--- src/pkg/rsq_defines.vh ---
// constants for the reference sync and qualification register bank
// assumes a 50 MHz register clock and word-aligned AXI4-Lite access
`ifndef RSQ_DEFINES_VH
`define RSQ_DEFINES_VH

// register indices; byte address is four times the index
`define RSQ_IDX_RATE_A 8'h14
`define RSQ_IDX_RATE_B 8'h15
`define RSQ_IDX_RANGE_A 8'h16
`define RSQ_IDX_RANGE_B 8'h17
`define RSQ_IDX_INHIBIT 8'h1A
`define RSQ_IDX_TIMING 8'h1C
`define RSQ_IDX_EV_STAT 8'h30
`define RSQ_IDX_EV_MASK 8'h31
`define RSQ_IDX_QUAL 8'h32

// reset values
`define RSQ_RST_RANGE 8'h33
`define RSQ_RST_INHIBIT 8'hFF
`define RSQ_RST_TIMING 8'h15

// field positions
`define RSQ_RATE1_LSB 4
`define RSQ_FAIL0_BIT 3
`define RSQ_FAIL1_BIT 7
`define RSQ_MULT_LSB 4
`define RSQ_EV_DROP_LSB 0
`define RSQ_EV_ACCEPT_LSB 3
`define RSQ_EV_PFAIL_LSB 6

// timing: clock rate and soak timer tick
`define RSQ_CLK_MHZ 50
`define RSQ_TICK_US 500

// drop delay choices in microseconds
`define RSQ_DQ_1_US 500
`define RSQ_DQ_2_US 1000
`define RSQ_DQ_3_US 5000
`define RSQ_DQ_4_US 10000
`define RSQ_DQ_5_US 50000
`define RSQ_DQ_6_US 100000
`define RSQ_DQ_7_US 500000
`define RSQ_DQ_8_US 1000000
`define RSQ_DQ_9_US 2000000
`define RSQ_DQ_10_US 2500000
`define RSQ_DQ_11_US 4000000
`define RSQ_DQ_12_US 8000000
`define RSQ_DQ_13_US 16000000
`define RSQ_DQ_15_US 64000000

// accept delay multiples as left shifts of the drop delay
`define RSQ_MULT_SH_0 1
`define RSQ_MULT_SH_1 2
`define RSQ_MULT_SH_2 4
`define RSQ_MULT_SH_3 5

// AXI responses
`define RSQ_RESP_OKAY 2'b00
`define RSQ_RESP_SLVERR 2'b10

`endif

--- src/rsq_regs.v ---
// register bank and guard soak qualifier for three references
// assumes monitor inputs are synchronous to aclk; AXI4-Lite slave
//
// Decided for this implementation: the AXI4-Lite interface to the registers.
`timescale 1ns/10ps
`include "rsq_defines.vh"

module rsq_regs #(
  parameter [14:0] TICK_CYC = `RSQ_TICK_US * `RSQ_CLK_MHZ
) (
  // clock and reset
  input wire aclk,
  input wire aresetn,
  // axi write address
  input wire [9:0] s_axi_awaddr,
  input wire s_axi_awvalid,
  output reg s_axi_awready,
  // axi write data
  input wire [31:0] s_axi_wdata,
  input wire [3:0] s_axi_wstrb,
  input wire s_axi_wvalid,
  output reg s_axi_wready,
  // axi write response
  output reg [1:0] s_axi_bresp,
  output reg s_axi_bvalid,
  input wire s_axi_bready,
  // axi read address
  input wire [9:0] s_axi_araddr,
  input wire s_axi_arvalid,
  output reg s_axi_arready,
  // axi read data
  output reg [31:0] s_axi_rdata,
  output reg [1:0] s_axi_rresp,
  output reg s_axi_rvalid,
  input wire s_axi_rready,
  // pulse input monitor results
  input wire [2:0] pulse_in0_rate_code,
  input wire [2:0] pulse_in1_rate_code,
  input wire [2:0] pulse_in2_rate_code,
  input wire pulse_in0_failed,
  input wire pulse_in1_failed,
  input wire pulse_in2_failed,
  // reference monitor results, one bit per reference
  input wire [2:0] ref_scm_fail,
  input wire [2:0] ref_cfm_fail,
  // configuration to the range monitors
  output reg [2:0] ref_a_range_limit,
  output reg [2:0] ref_b_range_limit,
  output reg [2:0] ref_c_range_limit,
  // qualification state and interrupt
  output wire [2:0] ref_qualified,
  output reg irq
);

  // drop delay in soak ticks from the 4-bit code
  function [22:0] dq_ticks;
    input [3:0] code;
    integer t;
    begin
      case (code)
        4'h0: t = 0; // minimum delay possible
        4'h1: t = `RSQ_DQ_1_US / `RSQ_TICK_US;
        4'h2: t = `RSQ_DQ_2_US / `RSQ_TICK_US;
        4'h3: t = `RSQ_DQ_3_US / `RSQ_TICK_US;
        4'h4: t = `RSQ_DQ_4_US / `RSQ_TICK_US;
        4'h5: t = `RSQ_DQ_5_US / `RSQ_TICK_US;
        4'h6: t = `RSQ_DQ_6_US / `RSQ_TICK_US;
        4'h7: t = `RSQ_DQ_7_US / `RSQ_TICK_US;
        4'h8: t = `RSQ_DQ_8_US / `RSQ_TICK_US;
        4'h9: t = `RSQ_DQ_9_US / `RSQ_TICK_US;
        4'hA: t = `RSQ_DQ_10_US / `RSQ_TICK_US;
        4'hB: t = `RSQ_DQ_11_US / `RSQ_TICK_US;
        4'hC: t = `RSQ_DQ_12_US / `RSQ_TICK_US;
        4'hD: t = `RSQ_DQ_13_US / `RSQ_TICK_US;
        default: t = `RSQ_DQ_15_US / `RSQ_TICK_US; // 1110 taken as 1111
      endcase
      dq_ticks = t[22:0];
    end
  endfunction

  // word-aligned address match against a register index
  function hit;
    input [9:0] addr;
    input [7:0] idx;
    begin
      hit = (addr[9:2] == idx) && (addr[1:0] == 2'b00);
    end
  endfunction

  // software registers
  reg [7:0] range_a_q;
  reg [7:0] range_b_q;
  reg [7:0] inhibit_q;
  reg [7:0] timing_q;
  reg [8:0] ev_stat_q;
  reg [8:0] ev_mask_q;

  // write channel holding state
  reg aw_hold_q;
  reg w_hold_q;
  reg [9:0] awaddr_q;
  reg [31:0] wdata_q;
  reg wstrb0_q;

  // soak tick prescaler
  reg [14:0] tick_cnt_q;
  reg tick_q;

  // previous pulse failure levels for edge events
  reg [2:0] pfail_prev_q;

  wire [2:0] pfail_now;
  wire [2:0] drop_ev;
  wire [2:0] accept_ev;
  wire [8:0] ev_set;
  wire wr_fire;
  wire [22:0] dq_thr;
  reg [22:0] rq_thr;
  reg [31:0] rd_word;
  reg rd_ok;
  reg wr_ok;

  assign pfail_now = {pulse_in2_failed, pulse_in1_failed, pulse_in0_failed};
  assign wr_fire = aw_hold_q && w_hold_q && !s_axi_bvalid;

  // shared soak thresholds from the timing register
  assign dq_thr = dq_ticks(timing_q[3:0]);
  always @* begin
    case (timing_q[`RSQ_MULT_LSB+1:`RSQ_MULT_LSB])
      2'b00: rq_thr = dq_thr << `RSQ_MULT_SH_0;
      2'b01: rq_thr = dq_thr << `RSQ_MULT_SH_1;
      2'b10: rq_thr = dq_thr << `RSQ_MULT_SH_2;
      default: rq_thr = dq_thr << `RSQ_MULT_SH_3;
    endcase
  end

  // tick every half millisecond
  always @(posedge aclk) begin
    if (!aresetn) begin
      tick_cnt_q <= 15'h0000;
      tick_q <= 1'b0;
    end else if (tick_cnt_q == TICK_CYC - 15'h0001) begin
      tick_cnt_q <= 15'h0000;
      tick_q <= 1'b1;
    end else begin
      tick_cnt_q <= tick_cnt_q + 15'h0001;
      tick_q <= 1'b0;
    end
  end

  // per-reference guard soak timer
  genvar i;
  generate
    for (i = 0; i < 3; i = i + 1) begin : g_soak
      reg ok_q;
      reg [22:0] cnt_q;
      wire fail;
      // an inhibited monitor does not feed the timer
      assign fail = (ref_scm_fail[i] & ~inhibit_q[2*i]) |
                    (ref_cfm_fail[i] & ~inhibit_q[2*i+1]);
      assign drop_ev[i] = ok_q && fail && (cnt_q >= dq_thr);
      assign accept_ev[i] = !ok_q && !fail && (cnt_q >= rq_thr);
      assign ref_qualified[i] = ok_q;
      always @(posedge aclk) begin
        if (!aresetn) begin
          ok_q <= 1'b1;
          cnt_q <= 23'h000000;
        end else if (drop_ev[i] || accept_ev[i]) begin
          ok_q <= !ok_q;
          cnt_q <= 23'h000000;
        end else if (fail != ok_q) begin
          cnt_q <= 23'h000000; // condition broke, restart
        end else if (tick_q) begin
          cnt_q <= cnt_q + 23'h000001;
        end
      end
    end
  endgenerate

  assign ev_set = {pfail_now & ~pfail_prev_q, accept_ev, drop_ev};

  // write address and data taken in either order
  always @(posedge aclk) begin
    if (!aresetn) begin
      aw_hold_q <= 1'b0;
      w_hold_q <= 1'b0;
      awaddr_q <= 10'h000;
      wdata_q <= 32'h00000000;
      wstrb0_q <= 1'b0;
      s_axi_awready <= 1'b0;
      s_axi_wready <= 1'b0;
    end else begin
      if (s_axi_awvalid && s_axi_awready) begin
        aw_hold_q <= 1'b1;
        awaddr_q <= s_axi_awaddr;
      end else if (wr_fire) begin
        aw_hold_q <= 1'b0;
      end
      if (s_axi_wvalid && s_axi_wready) begin
        w_hold_q <= 1'b1;
        wdata_q <= s_axi_wdata;
        wstrb0_q <= s_axi_wstrb[0];
      end else if (wr_fire) begin
        w_hold_q <= 1'b0;
      end
      s_axi_awready <= !aw_hold_q && !s_axi_awready && !s_axi_bvalid;
      s_axi_wready <= !w_hold_q && !s_axi_wready && !s_axi_bvalid;
    end
  end

  // write address decode
  always @* begin
    if (hit(awaddr_q, `RSQ_IDX_RATE_A)) begin
      wr_ok = 1'b1;
    end else if (hit(awaddr_q, `RSQ_IDX_RATE_B)) begin
      wr_ok = 1'b1;
    end else if (hit(awaddr_q, `RSQ_IDX_RANGE_A)) begin
      wr_ok = 1'b1;
    end else if (hit(awaddr_q, `RSQ_IDX_RANGE_B)) begin
      wr_ok = 1'b1;
    end else if (hit(awaddr_q, `RSQ_IDX_INHIBIT)) begin
      wr_ok = 1'b1;
    end else if (hit(awaddr_q, `RSQ_IDX_TIMING)) begin
      wr_ok = 1'b1;
    end else if (hit(awaddr_q, `RSQ_IDX_EV_STAT)) begin
      wr_ok = 1'b1;
    end else if (hit(awaddr_q, `RSQ_IDX_EV_MASK)) begin
      wr_ok = 1'b1;
    end else if (hit(awaddr_q, `RSQ_IDX_QUAL)) begin
      wr_ok = 1'b1;
    end else begin
      wr_ok = 1'b0;
    end
  end

  // register writes, response and event status
  always @(posedge aclk) begin
    if (!aresetn) begin
      range_a_q <= `RSQ_RST_RANGE;
      range_b_q <= `RSQ_RST_RANGE;
      inhibit_q <= `RSQ_RST_INHIBIT;
      timing_q <= `RSQ_RST_TIMING;
      ev_mask_q <= 9'h000;
      ev_stat_q <= 9'h000;
      pfail_prev_q <= 3'b000;
      s_axi_bvalid <= 1'b0;
      s_axi_bresp <= `RSQ_RESP_OKAY;
    end else begin
      pfail_prev_q <= pfail_now;
      if (wr_fire && wstrb0_q) begin
        if (hit(awaddr_q, `RSQ_IDX_RANGE_A)) begin
          range_a_q <= wdata_q[7:0];
        end else if (hit(awaddr_q, `RSQ_IDX_RANGE_B)) begin
          range_b_q <= wdata_q[7:0];
        end else if (hit(awaddr_q, `RSQ_IDX_INHIBIT)) begin
          inhibit_q <= wdata_q[7:0];
        end else if (hit(awaddr_q, `RSQ_IDX_TIMING)) begin
          timing_q <= wdata_q[7:0];
        end else if (hit(awaddr_q, `RSQ_IDX_EV_MASK)) begin
          ev_mask_q <= wdata_q[8:0];
        end
      end
      // write one clears, a new event in the same cycle wins
      if (wr_fire && wstrb0_q && hit(awaddr_q, `RSQ_IDX_EV_STAT)) begin
        ev_stat_q <= (ev_stat_q & ~wdata_q[8:0]) | ev_set;
      end else begin
        ev_stat_q <= ev_stat_q | ev_set;
      end
      if (wr_fire) begin
        s_axi_bvalid <= 1'b1;
        s_axi_bresp <= wr_ok ? `RSQ_RESP_OKAY : `RSQ_RESP_SLVERR;
      end else if (s_axi_bready) begin
        s_axi_bvalid <= 1'b0;
      end
    end
  end

  // read mux; reserved bits read zero
  always @* begin
    rd_word = 32'h00000000;
    rd_ok = 1'b1;
    if (hit(s_axi_araddr, `RSQ_IDX_RATE_A)) begin
      rd_word[2:0] = pulse_in0_rate_code;
      rd_word[`RSQ_FAIL0_BIT] = pulse_in0_failed;
      rd_word[`RSQ_RATE1_LSB+2:`RSQ_RATE1_LSB] = pulse_in1_rate_code;
      rd_word[`RSQ_FAIL1_BIT] = pulse_in1_failed;
    end else if (hit(s_axi_araddr, `RSQ_IDX_RATE_B)) begin
      rd_word[2:0] = pulse_in2_rate_code;
      rd_word[`RSQ_FAIL0_BIT] = pulse_in2_failed;
    end else if (hit(s_axi_araddr, `RSQ_IDX_RANGE_A)) begin
      rd_word[7:0] = range_a_q;
    end else if (hit(s_axi_araddr, `RSQ_IDX_RANGE_B)) begin
      rd_word[7:0] = range_b_q;
    end else if (hit(s_axi_araddr, `RSQ_IDX_INHIBIT)) begin
      rd_word[7:0] = inhibit_q;
    end else if (hit(s_axi_araddr, `RSQ_IDX_TIMING)) begin
      rd_word[7:0] = timing_q;
    end else if (hit(s_axi_araddr, `RSQ_IDX_EV_STAT)) begin
      rd_word[8:0] = ev_stat_q;
    end else if (hit(s_axi_araddr, `RSQ_IDX_EV_MASK)) begin
      rd_word[8:0] = ev_mask_q;
    end else if (hit(s_axi_araddr, `RSQ_IDX_QUAL)) begin
      rd_word[2:0] = ref_qualified;
    end else begin
      rd_ok = 1'b0;
    end
  end

  // read channel: one read in flight
  always @(posedge aclk) begin
    if (!aresetn) begin
      s_axi_arready <= 1'b0;
      s_axi_rvalid <= 1'b0;
      s_axi_rdata <= 32'h00000000;
      s_axi_rresp <= `RSQ_RESP_OKAY;
    end else begin
      // rises the cycle after rvalid is seen low, drops on an accepted address; never waits on arvalid
      s_axi_arready <= !s_axi_rvalid;
      if (s_axi_arvalid && s_axi_arready) begin
        s_axi_arready <= 1'b0;
        s_axi_rvalid <= 1'b1;
        s_axi_rdata <= rd_word;
        s_axi_rresp <= rd_ok ? `RSQ_RESP_OKAY : `RSQ_RESP_SLVERR;
      end else if (s_axi_rready) begin
        s_axi_rvalid <= 1'b0;
      end
    end
  end

  // range codes to the monitors and the interrupt level
  always @(posedge aclk) begin
    if (!aresetn) begin
      ref_a_range_limit <= 3'b011;
      ref_b_range_limit <= 3'b011;
      ref_c_range_limit <= 3'b011;
      irq <= 1'b0;
    end else begin
      ref_a_range_limit <= range_a_q[2:0];
      ref_b_range_limit <= range_a_q[`RSQ_RATE1_LSB+2:`RSQ_RATE1_LSB];
      ref_c_range_limit <= range_b_q[2:0];
      irq <= |(ev_stat_q & ev_mask_q);
    end
  end

endmodule // rsq_regs
--- config.mk ---
export PLATFORM = sky130hd
export DESIGN_NAME = rsq_regs
export DESIGN_NICKNAME = d
export VERILOG_FILES = /design/src/rsq_regs.v
export VERILOG_INCLUDE_DIRS = /design/src /design/src/pkg
export SDC_FILE = /design/constraint.sdc
export NUM_CORES = 1
export LEC_CHECK = 0
export BUFFER_PORTS_ARGS = -buffer_cell sky130_fd_sc_hd__buf_2
export CAP_MARGIN = 20
export CORE_UTILIZATION = 25
export DETAILED_ROUTE_END_ITERATION = 10
export SLEW_MARGIN = 10
export SYNTH_ARGS = -nofsm -noshare
export SYNTH_HDL_FRONTEND = slang
export SYNTH_SLANG_ARGS = --single-unit
--- constraint.sdc ---
create_clock -name aclk -period 3.5 [get_ports aclk]
set_input_delay 0.35 -clock aclk [delete_from_list [all_inputs] [get_ports aclk]]
set_output_delay 0.35 -clock aclk [all_outputs]
set_load 0.005 [all_outputs]
* After elaboration in Yosys (flattened, before gate mapping)
Memories as Yosys holds them, arrays and structs flattened. A register that Yosys moved wholly into a read port is not among the register bits. Index checks and enable logic that the tools add are counted.
Word-level totals: memories kept 1, output and inout port bits 54, word-level logic and storage cells 216, register bits after elaboration 191, input port bits 81, ROM bits 272
Cells by class: equality and inequality tests 24, magnitude comparators 6, muxes and demuxes 48, reductions and logical operators 74, $add $sub $neg 4, bitwise operators 27
Memory list:
- (name not given) | depth 16, width 17, rd ports 1, clocked after Yosys merged registers in 1, write ports 0, RTL line rsq_regs.v:60 | case (code)
Operators with widths (number):
- >= comparator 23 bit | 6
- == test 8 x 5 -> 1 bit, second input constant | 12
- adder 23 x 1 -> 23 bit, second input constant | 3
- case mux 23 bit (3 select lines) | 1
- == test 8 x 6 -> 1 bit, second input constant | 6
- logical AND 1 bit | 41
- two-way mux 8 bit | 5
- two-way mux 1 bit | 31
- AND 9 bit | 2
- two-way mux 9 bit | 2
- OR 9 bit | 2
- adder 15 x 1 -> 15 bit, second input constant | 1
- == test 15 bit, second input constant | 1
- zero test 1 bit | 12
- two-way mux 4 bit | 3
- inverter 1 bit | 11
- inverter 9 bit | 1
- OR reduction 3 bit | 3
- OR reduction 9 bit | 1
- nonzero test 2 bit | 4
- AND 1 bit | 6
- zero test 2 bit | 3
- two-way mux 3 bit | 2
- two-way mux 6 bit | 1
- other kinds (15) | 23

* Logic depth before layout (Yosys ltp)
Gate-level depths: netlist of run 1.
depth after elaboration 12, gate-level depth with buffers 16, gate-level depth less buffers 13

* Worst setup path before layout of run 1
OpenSTA, ideal clock, no wires.
path kind register -> register, start point register timing_q[4], end point register g_soak[1].cnt_q[1], required time 3.435 ns, path buffers 4, data arrival time 3.446 ns, stages on the path, launching flop included 15, slack -0.011 ns, setup time 0.065 ns, cell sequence dfxtp_1 -> clkbuf_1 -> clkbuf_1 -> o21ai_0 -> o21ai_0 -> ha_1 -> and3_1 -> a221o_1 -> o2111ai_1 -> a21boi_0 -> a211oi_2 -> or4b_1 -> buf_2 -> buf_6 -> nor2_1
Between the ends: longest elaborated chain between the ends 6, elaborated cells on any way between the ends 8, classes of those cells order compare (1); eq/ne (2); mux (1); reduce/logical (4)
RTL lines:
- start, declared | RTL line rsq_regs.v:94 | reg [7:0] timing_q;
- start signal, assigned | RTL line rsq_regs.v:242 | timing_q <= `RSQ_RST_TIMING;
- start signal, assigned | RTL line rsq_regs.v:258 | timing_q <= wdata_q[7:0];
- == test 2 bit (tied with other cells) | RTL line rsq_regs.v:129 | case (timing_q[`RSQ_MULT_LSB+1:`RSQ_MULT_LSB])
- case mux 23 bit (3 select lines) (*) | RTL line rsq_regs.v:129
- >= comparator 23 bit (*) | RTL line rsq_regs.v:162 | assign accept_ev[i] = !ok_q && !fail && (cnt_q >= rq_thr);
- logical AND 1 bit (*) | RTL line rsq_regs.v:162
- logical OR 1 bit (*) | RTL line rsq_regs.v:168 | end else if (drop_ev[i] || accept_ev[i]) begin
- OR reduction 3 bit (no line) (*)
- end signal, assigned | RTL line rsq_regs.v:174 | cnt_q <= cnt_q + 23'h000001;
- end, declared | RTL line rsq_regs.v:156 | reg [22:0] cnt_q;
Mark *: on every way between the ends. The rest lies on a longest branch, timed or not. A chain may end at the register's enable or synchronous reset.

* Worst setup path after layout of run 1
start point register dq_thr[14] (netlist name), end point register g_soak[1].cnt_q[20]
Between the ends: longest elaborated chain between the ends 5, elaborated cells on any way between the ends 7, classes of those cells order compare (2); mux (1); reduce/logical (4)
RTL lines (RTL line):
- case mux 23 bit (3 select lines) | rsq_regs.v:129
- >= comparator 23 bit | rsq_regs.v:162
- logical AND 1 bit | rsq_regs.v:162
- logical OR 1 bit (*) | rsq_regs.v:168
- OR reduction 3 bit (no line) (*)
Marks and branches as above.

==> flow_summary_export.csv, run 1 <==
group,metric,value,unit
detailed_routing,dr_total_vias,10118,
global_route,grt_max_degree,63,
die,row_count,79,
cells_and_area,area_growth,16.15,%
setup_path,critical_path_depth,12,
place,gp_congestion,0.9126,
cells_and_area,nFillCells,4991,
yosys,synth_cells,1426,
yosys,synth_top_area_frac,0.3427,
timing,maxSlewHeadroom,0.5376,
setup_path,path_buf_inv,2,
worst_hold_path,holdCritPathClass,"primary input to flip-flop",
yosys,ys_ff_latch,205,
setup_path,startpoint_type,"flip-flop",
setup_path,worstSetupPathType,"flip-flop to flip-flop",
die,initial_core_util,0.2556,
setup_path,worstPathCellList,"inv_1, o21ai_0, a21oi_1, ha_1, and3_1, a221o_1, o2111ai_1, a21boi_0, a211oi_2, or4b_1, buf_6, and2b_1",
cts,cts_hold_buf,0,
yosys,yosysUniqueCellTypes,76,
cts,numCtsBuffers,23,
setup_path,r2r_slack,220,ps
cts,clockBufferDepth,3,
cells_and_area,seq_area,4109,sq um
yosys,avgSynthCellArea,8.397,sq um
die,core_area,46850,sq um
cells_and_area,final_common_cell,"dfxtp_1",
pwr,power.density,368.3,nW/um^2
timing,worst_pin_slew,684.2,ps
timing,finalCritPeriodShare,0.9360,
yosys,ys_top_cells_by_area,"dfxtp_1 (34%), ha_1 (13%), nand2_1 (5.6%)",
setup_path,arrival,3760,ps
cells_and_area,antennaDiodeCount,0,
timing,fin_ws,223.9,ps
setup_path,critical-path-top-delay-family,"compound AO/OA/AOI/OAI gates",
global_route,met2_usage,0.2160,
setup_path,path_max_fanout,23,
cells_and_area,multi_input_area,7298,sq um
global_route,use_met3,0.01978,
pwr,ir_drop,0.2870,mV
cts,cts_sinks,205,
yosys,synth_top_flop_cell,"dfxtp_1",
timing,slew_viol_final,0,
place,io_buffers,83,
yosys,ys_seq_area_frac,0.3427,
timing,tns,0,ps
setup_path,worstReg2RegStart,"dq_thr[14]$_SDFF_PN0_",
cells_and_area,final_cell_mix,"dfxtp_1 (203), nand2_1 (178), nor2_1 (170), ha_1 (124), a21oi_1 (84)",
setup_path,r2r-end,"g_soak[1].cnt_q[20]$_SDFFE_PP0P_",
die,die_w,220.9,um
setup_path,required,3980,ps
timing,fin_worst_skew,8.720,ps
detailed_routing,wire_per_inst,14.89,um
status,status,"complete, but fails checks",
yosys,ys_warn_count,0,
timing,fmax,0.3052,GHz
place,dpl.hpwl,24670,um
place,dp_slack,91.09,ps
setup_path,startpoint,"dq_thr[14]$_SDFF_PN0_",
detailed_routing,drtIter0Drc,593,
global_route,antenna_found_initial,0,
setup_path,crit_end,"g_soak[1].cnt_q[20]$_SDFFE_PP0P_",
global_route,grt_usage,0.1295,
pwr,leakage,0.005618,uW
yosys,synth_edf_count,0,
global_route,grt_pass1_wl,52050,um
timing,fin_crit,3276,ps
detailed_routing,drt_first_pass_iters,8,
timing,timing_hold_violations_final,0,
global_route,busiest_layer,"met2",
cts,cts.clk_slew.worst_paths,70,ps
detailed_routing,ant_nets,0,
yosys,ys_async_sr_fraction,0,
die,ios,135,
cells_and_area,nets,1722,
setup_path,slowest_delay,490,ps
timing,setup_viol,0,
setup_path,cp-end-kind,"flip-flop",
cells_and_area,drive_gt1_frac,0.1206,
cts,htreeDepth,1,
yosys,netlist.top_cell.by_area,"dfxtp_1",
setup_path,cpMaxStageDelayCell,"or4b_1",
setup_path,rr_worst_depth,12,
global_route,grt.overflow.total,0,
flow_run,drv_cap,0,
global_route,grt_pass1_vias,9810,
die,die_area,48770,sq um
detailed_routing,drt_drc_violations_left,1,
die,dieHeight,220.9,um
detailed_routing,routed_wl,31880,um
yosys,synth_area,11970,sq um
cts,clkLatencyLatePin,530,ps
global_route,met1_usage,0.1697,
cts,cts_tree,"built",
timing,rsz0062_at_grt,"no",
detailed_routing,vias_per_cell,4.726,
cts,clock-root-buffer,"clkbuf_16",
status,violations,"design-rule violations",
## per-layer routing
metal	vias to the layer above	part of all wire
li1	5111	-
met2	250	0.46
met3	70	0.047
met5	-	0
met1	4687	0.46
met4	0	0.031
## report_power, final
part	leakage (uW)	total [uW]	internal, uW	switching, uW
registers	0.00166	2400	2360	35.0
logic	0.00357	179	69.0	110
clock network	0.000389	2550	1520	1030
total	0.00562	5120	3950	1170
## kinds of logic (layout without fill, tap and decap cells)
logic type               after synthesis  in the layout  synth area share
XOR/XNOR                              81             81           0.05925
adder cells (fa/ha/maj)              124            124            0.1296
multiplexers                          69             69           0.06270
AND/OR/NAND/NOR                      568            568            0.2253
AO/OA/AOI/OAI                        236            236            0.1243
other                                  1             25         0.0003132
flip-flops                           205            205            0.3427
buffers and inverters                142            226           0.05580
## registers in the layout (all words and copies together) (netlist names), 3 cells and up
name / flops
awaddr_q: 10
dq_thr: 16
ev_mask_q: 9
ev_stat_q: 9
g_soak.cnt_q: 69
g_soak.ok_q: 3
inhibit_q: 8
pfail_prev_q: 3
range_a_q: 8
range_b_q: 8
ref_a_range_limit: 3
ref_b_range_limit: 3
ref_c_range_limit: 3
s_axi_rdata: 9
tick_cnt_q: 15
timing_q: 8
wdata_q: 9
## what timing repair did
item,in CTS,in global routing
setup buffers,0,1
gates resized for setup,0,6
setup endpoints to repair,0,55
endpoints found under the hold margin,0,0
## cells in the mapped netlist, types with 8 or more instances
cell / n
nor2_1: 170
o211ai_1: 8
ha_1: 124
a21oi_1: 84
o22ai_1: 11
nand2_1: 178
and3_1: 26
mux2i_1: 60
a21o_1: 12
inv_1: 61
nor4_1: 9
nand2b_1: 19
nand3_1: 47
nor2b_1: 16
and2_1: 14
buf_4: 28
clkbuf_1: 38
xor2_1: 45
nand4_1: 18
dfxtp_1: 205
xnor2_1: 36
o21ai_0: 51
nor3_1: 27
and4_1: 12
## cell type report
cell class,count,area share
flip-flops and latches,205,0.2954
multi-input cells,1103,0.5247
clock buffers,34,0.04939
repair buffers,120,0.05011
clock inverters,8,0.008456
well taps,607,0.05461
inverters,64,0.01727
## through the flow
stage / cell area [sq um] / hold WS, ps / total power [uW] / std cells / utilization
after global routing: 13910 / 53.38 / 5293 / 2141 / 0.2969
final: 13910 / 55.86 / 5123 / 2141 / 0.2969
after detailed placement: 13090 / 450.8 / 2629 / 2098 / 0.2793
after floorplan: 12070 / 425.3 / 2566 / 1450 / -
after CTS: 13890 / 34.54 / 5175 / 2140 / 0.2965
after global placement: 13090 / 437.8 / 2626 / 2098 / 0.2793
## worst min path at each step
stage	from	to	slack, ps	cells past startpoint
after floorplan	range_a_q[0]$_SDFFE_PN1P_	ref_a_range_limit[0]$_SDFF_PN1_	430	1
after global placement	s_axi_rvalid$_SDFFE_PN0P_	s_axi_arready$_SDFF_PP0_	440	1
after detailed placement	tick_cnt_q[0]$_SDFF_PP0_	tick_cnt_q[0]$_SDFF_PP0_	450	1
after CTS	s_axi_wdata[0]	wdata_q[0]$_SDFFE_PN0P_	30	3
after global routing	s_axi_awaddr[6]	awaddr_q[6]$_SDFFE_PN0P_	50	3
final	s_axi_wdata[0]	wdata_q[0]$_SDFFE_PN0P_	60	3
## worst min-delay path, stage by stage
cell     delay [ps]
buf_2            90
nand2_1          40
a21oi_1          50
No activity file was read; power rests on OpenSTA's default activity.
==> run 2, diff against run 1 <==
==> constraint.sdc (replaced) <==
create_clock -name aclk -period 3.55 [get_ports aclk]
set_input_delay 0.355 -clock aclk [delete_from_list [all_inputs] [get_ports aclk]]
set_output_delay 0.355 -clock aclk [all_outputs]
set_load 0.005 [all_outputs]
==> run 2 against run 1 <==
Compared with the run above:
- the flow still finishes with violations (design-rule violations)
- clock skew increased by 7.4 ps
- sequential cell count unchanged
- critical path depth increased by 1
- design area increased by 0.55%
- clock power increased by 8.6%
- routed wire length increased by 0.55%
- worst hold slack got worse by 12 ps
- total power increased by 3.7%
- core utilization increased by 0.16 points
- clock-buffer cell count decreased by 2
- setup slack got worse by 60 ps
- critical path type unchanged
==> flow_summary_export.csv, run 2 (synthesis results as in run 1) <==
group,metric,value,unit
status,status,"complete, but fails checks",
status,violations,"design-rule violations",
pwr,pwr-share-comb,0.034,
flow_run,drv_cap,0,
setup_path,required,4030,ps
pwr,ir_drop,0.3320,mV
global_route,grt_max_degree,62,
pwr,p_total,5314,uW
die,die_area,48770,sq um
cells_and_area,final_common_cell,"dfxtp_1",
setup_path,worstPathCellList,"buf_12, mux2i_2, nor2_1, a21oi_2, ha_1, and3_1, a221o_1, o2111ai_1, a21boi_0, a211oi_2, or4b_1, buf_6, and2b_1",
cts,clockBufferDepth,3,
detailed_routing,ant_nets,0,
timing,fin_worst_skew,16.12,ps
detailed_routing,dr_total_vias,10205,
cells_and_area,nets,1718,
timing,fin_ws,163.7,ps
cells_and_area,final_util,0.2985,
pwr,clockPowerShare,0.522,
die,die_w,220.9,um
setup_path,path_buf_inv,2,
global_route,grt_pass1_wl,51940,um
pwr,power_switching,1182,uW
cts,cts_sinks,205,
place,dp_slack,77.62,ps
setup_path,slowest_delay,490,ps
detailed_routing,vias_per_cell,4.775,
setup_path,cpMaxStageDelayCell,"or4b_1",
cells_and_area,nFillCells,4987,
setup_path,startpoint_type,"flip-flop",
timing,fmax,0.2953,GHz
place,io_buffers,83,
worst_hold_path,holdCritPathClass,"primary input to flip-flop",
cts,clock-root-buffer,"clkbuf_16",
detailed_routing,routed_wl,32050,um
cells_and_area,drive_gt1_frac,0.1196,
cts,cts_tree,"built",
detailed_routing,drtIter0Drc,564,
cts,cts_setup_buffers,0,
timing,timing_hold_violations_final,0,
cells_and_area,antennaDiodeCount,0,
setup_path,path_max_fanout,30,
die,dieHeight,220.9,um
timing,fin_crit,3386,ps
pwr,leakage,0.005648,uW
pwr,power.density,380.0,nW/um^2
cts,cts.clk_slew.worst_paths,60,ps
timing,slew_viol_final,0,
cts,clkLatencyLatePin,550,ps
global_route,antenna_found_initial,0,
setup_path,critical-path-top-delay-family,"compound AO/OA/AOI/OAI gates",
timing,tns,0,ps
detailed_routing,wire_per_inst,15.00,um
cells_and_area,largest_reg_flops,69,
cells_and_area,final_cell_mix,"dfxtp_1 (205), nand2_1 (178), nor2_1 (170), ha_1 (124)",
cts,numCtsBuffers,24,
place,dpl.hpwl,24370,um
cells_and_area,max_flop_register,"g_soak.cnt_q",
global_route,grt_usage,0.1292,
cells_and_area,area_growth,16.79,%
pwr,power.internal,4132,uW
timing,setup_viol,0,
cts,htreeDepth,1,
place,gp_congestion,0.9019,
timing,finalCritPeriodShare,0.9539,
die,core_area,46850,sq um
setup_path,worstSetupPathType,"flip-flop to flip-flop",
global_route,grt.overflow.total,0,
pwr,switching_share,0.2225,
global_route,grt_pass1_vias,9896,
die,row_count,79,
die,initial_core_util,0.2556,
setup_path,arrival,3870,ps
pwr,p_seq_frac,0.445,
die,ios,135,
detailed_routing,drt_first_pass_iters,8,
timing,maxSlewHeadroom,0.3220,
timing,worst_pin_slew,1003,ps
setup_path,cp-end-kind,"flip-flop",
detailed_routing,drt_drc_violations_left,4,
==> run 2: cell types whose count changed in the layout (fill, tap and decap cells not counted), sizes merged <==
cell,previous run,this run
buf,120,115
bufinv,2,5
clkbuf,34,32
clkinv,4,6
clkinvlp,2,1
inv,64,63
==> run 2: tightest hold or removal path: cells and delay by family <==
kind,cells,cell delay [ps]
AOI/OAI and AO/OA,1,50
buffers and inverters,1,90
and+or+nand+nor,1,50
==> run 2: cell type report <==
class | count | area [sq um] | area share
repair buffers | 115 | 671.9 | 0.04804
clock buffers | 32 | 690.7 | 0.04939
multi-input cells | 1103 | 7306 | 0.5224
inverters | 64 | 244.0 | 0.01745
flip-flops and latches | 205 | 4104 | 0.2935
well taps | 607 | 759.5 | 0.05431
clock inverters | 11 | 209.0 | 0.01494
==> run 2: power by group through the flow <==
| stage | sequential (uW) | combinational, uW | clock, uW |
|---|---|---|---|
| detailed placement | 2410 | 177 | 0 |
| finish | 2360 | 178 | 2770 |
| global placement | 2410 | 174 | 0 |
| global route | 2370 | 200 | 2930 |
| CTS | 2360 | 178 | 2840 |
| floorplan | 2400 | 129 | 0 |
==> run 2: path summary, 6_finish.rpt <==
check,startpoint,end,slack [ps],cells past startpoint
min reg2reg,s_axi_rdata[0]$_SDFFE_PN0P_,s_axi_rdata[0]$_SDFFE_PN0P_,460,2
min,s_axi_wdata[0],wdata_q[0]$_SDFFE_PN0P_,40,3
max reg2reg,timing_q[4]$_SDFFE_PN1P_,g_soak[1].cnt_q[20]$_SDFFE_PP0P_,160,13
max,timing_q[4]$_SDFFE_PN1P_,g_soak[1].cnt_q[20]$_SDFFE_PP0P_,160,13
==> run 2: timing repair <==
action | 4_1_cts | 5_1_grt
hold buffers | 0 | 0
hold endpoints to repair | 0 | 0
setup endpoints to repair | 0 | 61
gates resized for setup | 0 | 6
==> run 2: stage by stage <==
stage	hold WS [ps]	instances	cell area [sq um]
3_3_place_gp	442.9	2094	13070
6_report	44.07	2137	13980
3_5_place_dp	444.7	2094	13070
2_1_floorplan	425.3	1450	12060
4_1_cts	23.84	2137	13970
5_1_grt	48.04	2137	13980
==> run 2: per-layer routing <==
metal | up-vias | track usage | routed length (um)
li1 | 5100 | - | -
met1 | 4755 | 0.1665 | 14600
met2 | 277 | 0.2172 | 14750
met3 | 73 | 0.02125 | 1593
met4 | 0 | 0.04557 | 1113
met5 | - | 0 | 0
